### src/logic/fut_defs.svh
// constants for the flash unlock and target address block
// Contract
// - unlock key register is write-only, 32 bits, always reads zero.
// - key writes form unlock sequence; flash untouched unless sequence completed.
// - target address register is 32-bit read/write, zero after reset.
// - whole-array erase ignores the target address entirely.
// - page erase erases only the page the target address selects.
// - row program writes the row the target address selects.
// - word program writes the single word the target address selects.
`ifndef FUT_DEFS_SVH
`define FUT_DEFS_SVH
`define FUT_OFF_CTRL 12'h000
`define FUT_OFF_KEY 12'h004
`define FUT_OFF_ADDR 12'h008
`define FUT_OFF_STAT 12'h00c
// arbitrary default keys; a product sets its own pair
`define FUT_KEY1_DEF 32'h11111111
`define FUT_KEY2_DEF 32'h22222222
`define FUT_CTRL_OP_LSB 0
`define FUT_CTRL_OP_MSB 1
`define FUT_CTRL_START 15
`define FUT_RESET_WORD 32'h00000000
`define FUT_PAGE_LSB 10
`define FUT_ROW_LSB 7
`define FUT_WORD_LSB 2
`define FUT_OP_CYCLES 8'h10
`endif

### src/logic/fut_pkg.sv
// types for the flash unlock and target address block
package fut_pkg;
	typedef enum logic [1:0] {
		FUT_OP_WORD,
		FUT_OP_ROW,
		FUT_OP_PAGE,
		FUT_OP_BULK
	} fut_op_type;
	typedef enum logic [1:0] {
		FUT_UNL_IDLE,
		FUT_UNL_KEY1,
		FUT_UNL_OPEN
	} fut_unl_type;
endpackage

### src/logic/fut_flash_front.sv
// register front of the program flash controller: unlock key and target address
//
// Added by the designer: register access over AHB-Lite and the register offsets.
`timescale 1ns/1ps
`include "fut_defs.svh"
module fut_flash_front #(
	parameter logic [31:0] KEY1 = `FUT_KEY1_DEF,
	parameter logic [31:0] KEY2 = `FUT_KEY2_DEF
) (
	input wire logic hclk,
	input wire logic hresetn,
	input wire logic hsel,
	input wire logic [31:0] haddr,
	input wire logic [1:0] htrans,
	input wire logic hwrite,
	input wire logic [2:0] hsize,
	input wire logic hready,
	input wire logic [31:0] hwdata,
	output logic [31:0] hrdata,
	output logic hreadyout,
	output logic hresp,
	output logic flash_op_valid,
	output logic [1:0] flash_op_kind,
	output logic [31:0] flash_op_addr,
	output logic flash_op_all
);
	////////////////////////////////////////////////////////////
	// bus address phase capture
	logic wr_pend_q;
	logic rd_pend_q;
	logic [11:0] addr_q;
	wire take = hsel && hready && htrans[1];
	always_ff @(posedge hclk or negedge hresetn) begin
		if (!hresetn) begin
			wr_pend_q <= 1'b0;
			rd_pend_q <= 1'b0;
			addr_q <= 12'h000;
		end else begin
			wr_pend_q <= take && hwrite;
			rd_pend_q <= take && !hwrite;
			addr_q <= take ? haddr[11:0] : addr_q;
		end
	end
	// zero wait states, response always okay
	assign hreadyout = 1'b1;
	assign hresp = 1'b0;
	wire wr_ctrl = wr_pend_q && addr_q == `FUT_OFF_CTRL;
	wire wr_key = wr_pend_q && addr_q == `FUT_OFF_KEY;
	wire wr_addr = wr_pend_q && addr_q == `FUT_OFF_ADDR;

	////////////////////////////////////////////////////////////
	// registers and unlock sequencer
	logic [31:0] tgt_addr_q;
	logic [1:0] op_q;
	logic busy_q;
	logic [7:0] cnt_q;
	logic done_q;
	fut_pkg::fut_unl_type unl_q;
	fut_pkg::fut_unl_type unl_d;
	wire start = wr_ctrl && hwdata[`FUT_CTRL_START];
	wire go = start && unl_q == fut_pkg::FUT_UNL_OPEN && !busy_q;
	// a control or address register write breaks the unlock sequence
	wire relock = wr_ctrl || wr_addr;
	wire key1_hit = wr_key && hwdata == KEY1;
	wire key2_hit = wr_key && hwdata == KEY2;
	// op named by the start write itself, so kind, address and bulk flag agree
	fut_pkg::fut_op_type start_op;
	assign start_op = fut_pkg::fut_op_type'(hwdata[`FUT_CTRL_OP_MSB:`FUT_CTRL_OP_LSB]);
	always_comb begin
		unl_d = unl_q;
		if (relock) begin
			unl_d = fut_pkg::FUT_UNL_IDLE;
		end else if (wr_key) begin
			unique case (unl_q)
				fut_pkg::FUT_UNL_IDLE,
				fut_pkg::FUT_UNL_OPEN: begin
					unl_d = key1_hit ? fut_pkg::FUT_UNL_KEY1 : fut_pkg::FUT_UNL_IDLE;
				end
				fut_pkg::FUT_UNL_KEY1: begin
					if (key2_hit)
						unl_d = fut_pkg::FUT_UNL_OPEN;
					else if (key1_hit)
						unl_d = fut_pkg::FUT_UNL_KEY1;
					else
						unl_d = fut_pkg::FUT_UNL_IDLE;
				end
				default: unl_d = fut_pkg::FUT_UNL_IDLE;
			endcase
		end
	end
	always_ff @(posedge hclk or negedge hresetn) begin
		if (!hresetn) begin
			unl_q <= fut_pkg::FUT_UNL_IDLE;
			tgt_addr_q <= `FUT_RESET_WORD;
			op_q <= 2'h0;
			busy_q <= 1'b0;
			cnt_q <= 8'h00;
			done_q <= 1'b0;
		end else begin
			unl_q <= unl_d;
			if (wr_addr && !busy_q)
				tgt_addr_q <= hwdata;
			if (wr_ctrl && !busy_q)
				op_q <= hwdata[`FUT_CTRL_OP_MSB:`FUT_CTRL_OP_LSB];
			busy_q <= go || (busy_q && cnt_q != 8'h01);
			cnt_q <= go ? `FUT_OP_CYCLES : (busy_q ? cnt_q - 8'h01 : cnt_q);
			done_q <= (busy_q && cnt_q == 8'h01) || (done_q && !go);
		end
	end

	////////////////////////////////////////////////////////////
	// operation address selection
	function automatic logic [31:0] align_down(input logic [31:0] a, input int lsb);
		align_down = (a >> lsb) << lsb;
	endfunction
	wire [31:0] sel_addr = (start_op == fut_pkg::FUT_OP_BULK) ? `FUT_RESET_WORD :
		(start_op == fut_pkg::FUT_OP_PAGE) ? align_down(tgt_addr_q, `FUT_PAGE_LSB) :
		(start_op == fut_pkg::FUT_OP_ROW) ? align_down(tgt_addr_q, `FUT_ROW_LSB) :
		align_down(tgt_addr_q, `FUT_WORD_LSB);
	always_ff @(posedge hclk or negedge hresetn) begin
		if (!hresetn) begin
			flash_op_valid <= 1'b0;
			flash_op_kind <= 2'h0;
			flash_op_addr <= `FUT_RESET_WORD;
			flash_op_all <= 1'b0;
		end else begin
			flash_op_valid <= go;
			flash_op_kind <= go ? start_op : flash_op_kind;
			flash_op_addr <= go ? sel_addr : flash_op_addr;
			flash_op_all <= go ? (start_op == fut_pkg::FUT_OP_BULK) : flash_op_all;
		end
	end

	////////////////////////////////////////////////////////////
	// read data
	wire [31:0] stat_word = {29'h0, done_q, busy_q, unl_q == fut_pkg::FUT_UNL_OPEN};
	wire [31:0] ctrl_word = {16'h0, busy_q, 13'h0, op_q};
	// a read right behind an address write returns the new address
	wire [31:0] tgt_addr_rd = (wr_addr && !busy_q) ? hwdata : tgt_addr_q;
	always_ff @(posedge hclk or negedge hresetn) begin
		if (!hresetn)
			hrdata <= `FUT_RESET_WORD;
		else if (take && !hwrite) begin
			unique case (haddr[11:0])
				`FUT_OFF_CTRL: hrdata <= ctrl_word;
				`FUT_OFF_ADDR: hrdata <= tgt_addr_rd;
				`FUT_OFF_STAT: hrdata <= stat_word;
				default: hrdata <= `FUT_RESET_WORD;
			endcase
		end
	end
endmodule

### config.mk
export PLATFORM = sky130hd
export DESIGN_NAME = fut_flash_front
export DESIGN_NICKNAME = d
export VERILOG_FILES = /design/src/logic/fut_pkg.sv /design/src/logic/fut_flash_front.sv
export VERILOG_INCLUDE_DIRS = /design/src /design/src/logic
export SDC_FILE = /design/constraint.sdc
export NUM_CORES = 1
export LEC_CHECK = 0
export ABC_AREA = 0
export CAP_MARGIN = 20
export CORE_MARGIN = 8
export CORE_UTILIZATION = 60
export CTS_CLUSTER_DIAMETER = 100
export DETAILED_ROUTE_END_ITERATION = 8
export DONT_BUFFER_PORTS = 1
export GPL_TIMING_DRIVEN = 0
export PLACE_DENSITY = 0.81
export SETUP_SLACK_MARGIN = 0.15
export SLEW_MARGIN = 20
export SYNTH_ARGS = -nofsm -noshare
export SYNTH_HDL_FRONTEND = slang
export SYNTH_SLANG_ARGS = --single-unit
### constraint.sdc
create_clock -name hclk -period 4.2 [get_ports hclk]
set_input_delay 0.42 -clock hclk [delete_from_list [all_inputs] [get_ports hclk]]
set_output_delay 0.42 -clock hclk [all_outputs]
set_load 0.1 [all_outputs]
==> out/results.ini, run 1 <==
[clock_network]
cts.path.max_buffers = 2
path_clk_slew_ps = 60
numCtsBuffers = 17
htreeDepth = 4
cts.sinks = 125
post_cts_buffers = 0
cts_tree = built
clk_latency_ps = 510
root_buffer = clkbuf_8

[setup_path]
r2r_setup_slack_ps = 1890
cp.required_ps = 4560
slowest_stage = nand4_1
startpoint_type = flip-flop
critical_path_class = reg2reg
critical_path_arrival_ps = 2670
crit_fanout = 10
cp_slowest_stage_delay_ps = 490
worstPathCellList = nor4b_4, nand4_1, buf_2, mux2i_1, o21ai_0
endpoint_kind = flip-flop

[logic_synthesis]
synth.ff_latch_count = 125
ys_seq_area_frac = 0.5779
synth_edf_count = 0
synth_area_per_cell_um2 = 11.25
syn_area_um2 = 5413
yosysTopAreaCell = dfrtp_1
netlist.area_leader.share = 0.5779
synthDistinctLibCells = 48
yosysWarnings = 0
ys.flop_type = dfrtp_1
synth-async-reset-ratio = 1.000
synthTopCellsByArea = dfrtp_1, mux2i_1, inv_1, nand2_1, mux2_2
synthCells = 481

[global_routing]
grt_pass1_wl_um = 20930
first_global_vias = 3838
grt_max_degree = 126
antenna_found_initial = 0
grt-ovfl-total = 0
grt.total_usage = 0.2149

[route]
drc_errors = 0
viasPerCell = 5.733
drt-pass1-iter-count = 4
final_antenna_net_count = 0
drt_iter0_drc = 220
routedWlPerCell_um = 20.86
num_vias = 3583
wirelength_um = 13040

[placed_design]
dp_cells = 591
port_buffers = 0
post_dp_cell_area_um2 = 5555
dpl.hpwl_um = 9317
place_congestion = 0.8430

[final_layout]
drive_gt1_frac = 0.1219
areaGrowthSynthToFinish_pct = 13.15
final_area_um2 = 6125
num-nets-final = 580
utilization = 0.7023
nFillCells = 611
antenna_cells = 0
final_common_cell = dfrtp_1
stdcell_count = 625
mostFrequentLayoutCells = dfrtp_1, inv_1, nand2_1

[floorplan]
std_cell_rows = 34
dieWidth_um = 111.0
coreArea_um2 = 8721
start_util = 0.6207
dieArea_um2 = 12320
io_pins = 144
die_h_um = 111.0

[timing]
fin_tns_setup_ps = 0
period_share = 0.5504
hold_viol = 0
fmax_ghz = 0.4326
setup_viol = 0
worst_slew_pin_slew_ps = 963.2
slew_violations = 0
rsz0062_at_grt = no
skew_ps = 8.518
post-route-min-period_ps = 2312
slew_headroom = 0.3579

[pwr]
ir_drop_mv = 0.2887
power-per-cell-area_nw_per_um2 = 448.7
power_mw = 2.748
power.leakage_nw = 3.061

[outcome]
run_status = complete, no violations

[hold_path]
hold_path_class = in2reg

[flow_run]
maxCapViolations = 0

[cell usage after synthesis (5+ instances only)]
library cell and count:
nor4_1 5, nor3_1 6, nor4bb_1 6, clkbuf_1 11, mux2_2 14, mux2_1 7
nand2_1 62, nand3_1 5, dfrtp_1 125, inv_1 67, buf_4 7, nor2b_1 5
o21ai_0 24, mux2i_1 59, nor2_1 7, o21ai_1 10
[final timing paths]
check,from,end,cells past startpoint
worst min register to register,tgt_addr_q[1],tgt_addr_q[1],2
worst min-delay path,hwrite,wr_pend_q,2
min in group asynchronous,hresetn,addr_q[9],2
max in group asynchronous,hresetn,cnt_q[7],2
worst max-delay path,addr_q[8],hrdata[4],5
worst max register to register,addr_q[8],hrdata[4],5
[critical path, delay by kind of cell, from the launching register on]
kind / cells / cell delay (ps)
buffers and inverters: 1 / 420
AOI/OAI and AO/OA: 1 / 140
muxes: 1 / 260
and+or+nand+nor: 2 / 940
DFF: 1 / 410
[stage by stage]
step                hold slack [ps]  setup slack, ps
floorplan                     124.4             2450
global placement              127.3             2002
detailed placement            127.6             1947
CTS                           8.539             1890
global route                  10.72             1653
finish                        24.26             1888
[cell families after synthesis]
logic type               share of synthesized area
multiplexers                                0.1528
flip-flops                                  0.5779
buffers and inverters                      0.06819
AND/OR/NAND/NOR                             0.1258
other                                     0.001387
XOR/XNOR                                  0.006474
adder cells (fa/ha/maj)                   0.004622
AO/OA/AOI/OAI                              0.06288
[timing repair]
item | CTS | global route
hold buffers | 2 | 0
endpoints found under the hold margin | 125 | 0
resized for setup | 0 | 0
[state kept, by name (all words and copies together) (netlist names), 2 cells and up]
register / count
op_q: 2
hrdata: 32
flash_op_kind: 2
cnt_q: 8
tgt_addr_q: 32
unl_q: 2
addr_q: 12
flash_op_addr: 30
[where the power goes]
group	switching, mW	total, mW	internal [mW]
combinational	0.0978	0.163	0.0651
clock	0.554	1.29	0.733
sequential	0.0458	1.30	1.25
total	0.698	2.75	2.05
[metal layers]
layer,vias up,GRT usage,wire length [um]
met1,1794,0.2470,5032
met4,0,0.06667,148
met3,12,0.1023,1520
li1,1653,-,-
met2,124,0.3466,6337
met5,-,0,0
[final cells by class]
cell class,instances,area [um2],area share
clock buffers,18,417.9,0.06823
plain buffers,23,117.6,0.01920
repair buffers,2,37.54,0.006129
flip-flops and latches,125,3128,0.5107
inverters,67,251.5,0.04106
multi-input cells,268,1923,0.3140
clock inverters,14,113.9,0.01859
well taps,108,135.1,0.02206
Power figures use the tool's default switching activity.
==> run 2: changes to the inputs <==
CORE_UTILIZATION = 57   (was 60)
PLACE_DENSITY = 0.8   (was 0.81)
clock period = 2 ns   (was 4.2 ns; I/O delays follow)
==> out/results.ini, run 2 (synthesis results as in run 1) <==
[outcome]
run_status = finished, violations left
violations = negative hold slack

[setup_path]
slowest_stage = dfrtp_1
endpoint_kind = flip-flop
critical_path_class = reg2reg
crit_family = buffers and inverters
crit_cells = 7
r2r_setup_slack_ps = 120
critical_path_arrival_ps = 2280
cpMostUsedCell = buf_6
worstPathCellList = nor4b_4, buf_4, nand4_1, buf_6, buf_6, mux2i_4, o21ai_0
r2r_cells = 7
crit_buf_inv = 3
r2r-end = hrdata[8]
crit_fanout = 10
cp_slowest_stage_delay_ps = 400
startpoint = addr_q[8]
worstSetupEndpoint = hrdata[8]
cp.required_ps = 2400
startpoint_type = flip-flop
r2r_start = addr_q[8]

[route]
wirelength_um = 14900
drt_iter0_drc = 318
final_antenna_net_count = 0
met1Wirelength_um = 5679
routedWlPerCell_um = 21.41
wl_met3_um = 1304
num_vias = 3973
drc_errors = 0
drt-pass1-iter-count = 7
viasPerCell = 5.708
top_layer_used = met4
wl_met2_um = 7498

[placed_design]
place_congestion = 0.8674
dpl.hpwl_um = 9545
post_dp_cell_area_um2 = 5582
port_buffers = 0

[timing]
post-route-min-period_ps = 1879
fmax_ghz = 0.5321
hold_viol = 125
timing.hold.ws_ps = -612.5
rsz0062_at_grt = yes
slew_headroom = 0.3568
worst_slew_pin_slew_ps = 964.9
fin_tns_setup_ps = 0
skew_ps = 8.477
slew_violations = 0
setup_viol = 0
period_share = 0.9396

[clock_network]
postCtsHoldBufs = 43
cts_tree = built
htreeDepth = 4
cts.path.max_buffers = 2
clk_latency_ps = 510
numCtsBuffers = 17
cts.sinks = 125
root_buffer = clkbuf_8
path_clk_slew_ps = 60

[final_layout]
multi_input_area_um2 = 2163
areaGrowthSynthToFinish_pct = 28.57
largestRegisters = hrdata (32), tgt_addr_q (32), flash_op_addr (30)
utilization = 0.7531
drive_gt1_frac = 0.1731
final_area_um2 = 6959
regArea_um2 = 3128
mostFrequentLayoutCells = dfrtp_1, inv_1, nand2_1
num-nets-final = 630
final_common_cell = dfrtp_1
nFillCells = 623

[floorplan]
dieWidth_um = 113.4
io_pins = 144
coreArea_um2 = 9240
std_cell_rows = 35
dieArea_um2 = 12870
start_util = 0.5858
die_h_um = 113.4

[global_routing]
grt.total_usage = 0.2308
grt_max_degree = 126
grt_pass1_wl_um = 22830
antenna_found_initial = 1
grt-ovfl-total = 0
first_global_vias = 4201

[pwr]
power-per-cell-area_nw_per_um2 = 877.2
seq_power_share = 0.448
ir_drop_mv = 0.5035
switching_share = 0.2385
clockPowerShare = 0.482
power.leakage_nw = 3.254
switchingPower_mw = 1.456
p_int_mw = 4.648
p_comb_frac = 0.070

[hold_path]
hold_path_class = in2async

[flow_run]
maxCapViolations = 0

[run 2: cell count changes in the layout (fill, tap and decap cells not counted), sizes merged]
cell / change
inv: -3
clkinvlp: -5
dlygate4sd3: +42
buf: +8
clkinv: +5
diode: +1
bufinv: +2
[run 2: stage by stage]
stage	setup WS [ps]	std cells	power, mW
final	120.8	696	6.104
after floorplan	250.3	483	2.987
after detailed placement	-377.7	612	3.054
after global placement	-276.1	612	3.031
after CTS	135.9	695	6.067
after global routing	64.50	696	6.275
[run 2: worst min path at each step]
stage | from | endpoint | slack (ps) | depth (start not counted)
5_1_grt | hresetn | hrdata[3] | -640 | 0
4_1_cts | hresetn | addr_q[4] | -630 | 0
3_3_place_gp | hresetn | addr_q[4] | -90 | 0
2_1_floorplan | hresetn | addr_q[0] | -100 | 0
3_5_place_dp | hresetn | addr_q[11] | -90 | 0
6_report | hresetn | addr_q[4] | -610 | 0
[run 2: power groups by stage]
stage                     logic, mW  registers (mW)  clock network, mW
final                         0.428            2.74               2.94
after global placement        0.275            2.76                  0
after detailed placement      0.291            2.76                  0
after floorplan               0.245            2.74                  0
after global routing          0.459            2.75               3.07
after CTS                     0.390            2.72               2.95
[run 2: per-layer routing]
layer / vias to the layer above / global-route usage
met2: 168 / 0.3694
met4: 0 / 0.1146
met5: - / 0
met1: 1998 / 0.2678
li1: 1771 / -
met3: 36 / 0.08716
[run 2: cell type report]
class / count / share of cell area
diodes: 1 / 0.0003596
plain buffers: 23 / 0.02535
clock buffers: 18 / 0.06149
clock inverters: 13 / 0.02050
inverters: 67 / 0.03614
multi-input cells: 268 / 0.3109
flip-flops and latches: 125 / 0.4495
well taps: 129 / 0.02319
repair buffers: 52 / 0.07264
[run 2: timing repair]
item / CTS / global route
endpoints found under the setup margin: 103 / 87
setup buffers: 9 / 0
pin swaps: 3 / 6
endpoints found under the hold margin: 212 / 125
resized for setup: 9 / 62
==> run 3: changes to the inputs <==
PLACE_DENSITY = default   (was 0.8)
PLACE_DENSITY_LB_ADDON = 0.1   (was default)
==> out/results.ini, run 3 (synthesis results as in run 1) <==
[setup_path]
slowest_stage = dfrtp_1
r2r-end = hrdata[4]
startpoint_type = flip-flop
cp.required_ps = 2420
worstSetupEndpoint = hrdata[4]
crit_buf_inv = 2
r2r_setup_slack_ps = 160
r2r_cells = 6
crit_fanout = 10
cp_slowest_stage_delay_ps = 440
worstPathCellList = nor3_2, nand4_1, buf_6, buf_12, mux2i_4, o21ai_0
critical_path_arrival_ps = 2260
startpoint = addr_q[1]
crit_family = simple AND/OR/NAND/NOR gates
crit_cells = 6
critical_path_class = reg2reg
r2r_start = addr_q[1]
endpoint_kind = flip-flop

[timing]
skew_ps = 7.360
slew_headroom = 0.3600
period_share = 0.9211
fin_tns_setup_ps = 0
rsz0062_at_grt = yes
hold_viol = 125
slew_violations = 0
timing.hold.ws_ps = -622.7
setup_viol = 0
post-route-min-period_ps = 1842
fmax_ghz = 0.5428
worst_slew_pin_slew_ps = 959.9
layout_setup_ws_ps = 157.8

[global_routing]
grt_max_degree = 126
first_global_vias = 4165
grt.total_usage = 0.2301
grt_pass1_wl_um = 22740
antenna_found_initial = 0
grt-ovfl-total = 0

[placed_design]
post-place-ws_ps = -247.0
port_buffers = 0
dpl.hpwl_um = 9271
post_dp_cell_area_um2 = 5582
place_congestion = 0.7557

[flow_run]
maxCapViolations = 0

[clock_network]
cts.path.max_buffers = 2
htreeDepth = 4
cts_tree = built
path_clk_slew_ps = 60
root_buffer = clkbuf_8
clk_latency_ps = 510
cts.sinks = 125
numCtsBuffers = 17

[final_layout]
mostFrequentLayoutCells = dfrtp_1, inv_1, nand2_1
areaGrowthSynthToFinish_pct = 30.58
final_common_cell = dfrtp_1
num-nets-final = 632
antenna_cells = 0
final_area_um2 = 7068
largestRegisters = hrdata (32), tgt_addr_q (32), flash_op_addr (30)
drive_gt1_frac = 0.1863

[pwr]
power_mw = 6.282
power.leakage_nw = 3.268
ir_drop_mv = 0.7451
power-per-cell-area_nw_per_um2 = 888.7

[floorplan]
die_h_um = 113.4
coreArea_um2 = 9240
dieArea_um2 = 12870
dieWidth_um = 113.4
io_pins = 144
start_util = 0.5858
std_cell_rows = 35

[route]
drc_errors = 0
num_vias = 3913
wirelength_um = 14360
drt-pass1-iter-count = 4
drt_iter0_drc = 256
routedWlPerCell_um = 20.57
viasPerCell = 5.606
final_antenna_net_count = 0

[outcome]
run_status = finished, violations left
violations = negative hold slack

[hold_path]
hold_path_class = in2async

==> run 3: layout make-up <==
class	instances	area (um2)
fillers	582	2172
plain buffers	23	168.9
multi-input cells	268	2216
clock inverters	14	181.4
repair buffers	54	543.0
clock buffers	18	417.9
flip-flops and latches	125	3128
well taps	129	161.4
inverters	67	251.5
==> run 3: what timing repair did <==
item	CTS	global route
setup buffers	9	1
endpoints found under the hold margin	213	126
gates resized for setup	11	72
hold buffers	43	1
setup endpoints to repair	104	76
pin swaps	4	5
==> run 3: metal layers <==
layer / up-vias / share of wire / GRT usage
met5: - / 0 / 0
met2: 143 / 0.49 / 0.3655
li1: 1763 / - / -
met3: 21 / 0.11 / 0.08769
met1: 1986 / 0.38 / 0.2769
met4: 0 / 0.020 / 0.09325
==> run 3: stage by stage <==
step           utilization  hold slack (ps)  std cells
6_report            0.7649           -622.7        698
4_1_cts             0.7289           -642.8        696
5_1_grt             0.7649           -651.7        698
3_5_place_dp        0.6041           -92.77        612
2_1_floorplan            -           -95.59        483
3_3_place_gp        0.6041           -92.44        612
==> run 3: how the worst min path moves through the flow <==
stage          depth (start not counted)  startpoint   endpoint
2_1_floorplan                          0     hresetn  addr_q[0]
3_3_place_gp                           0     hresetn  addr_q[8]
6_report                               0     hresetn  addr_q[8]
4_1_cts                                0     hresetn  addr_q[8]
3_5_place_dp                           0     hresetn  addr_q[8]
5_1_grt                                0     hresetn  addr_q[8]
==> run 3: report_power, final <==
group	leakage [nW]	switching, mW	total (mW)	internal [mW]
sequential	1.47	0.112	2.74	2.63
combinational	1.51	0.215	0.435	0.221
clock	0.292	1.18	3.11	1.92
total	3.27	1.51	6.28	4.77
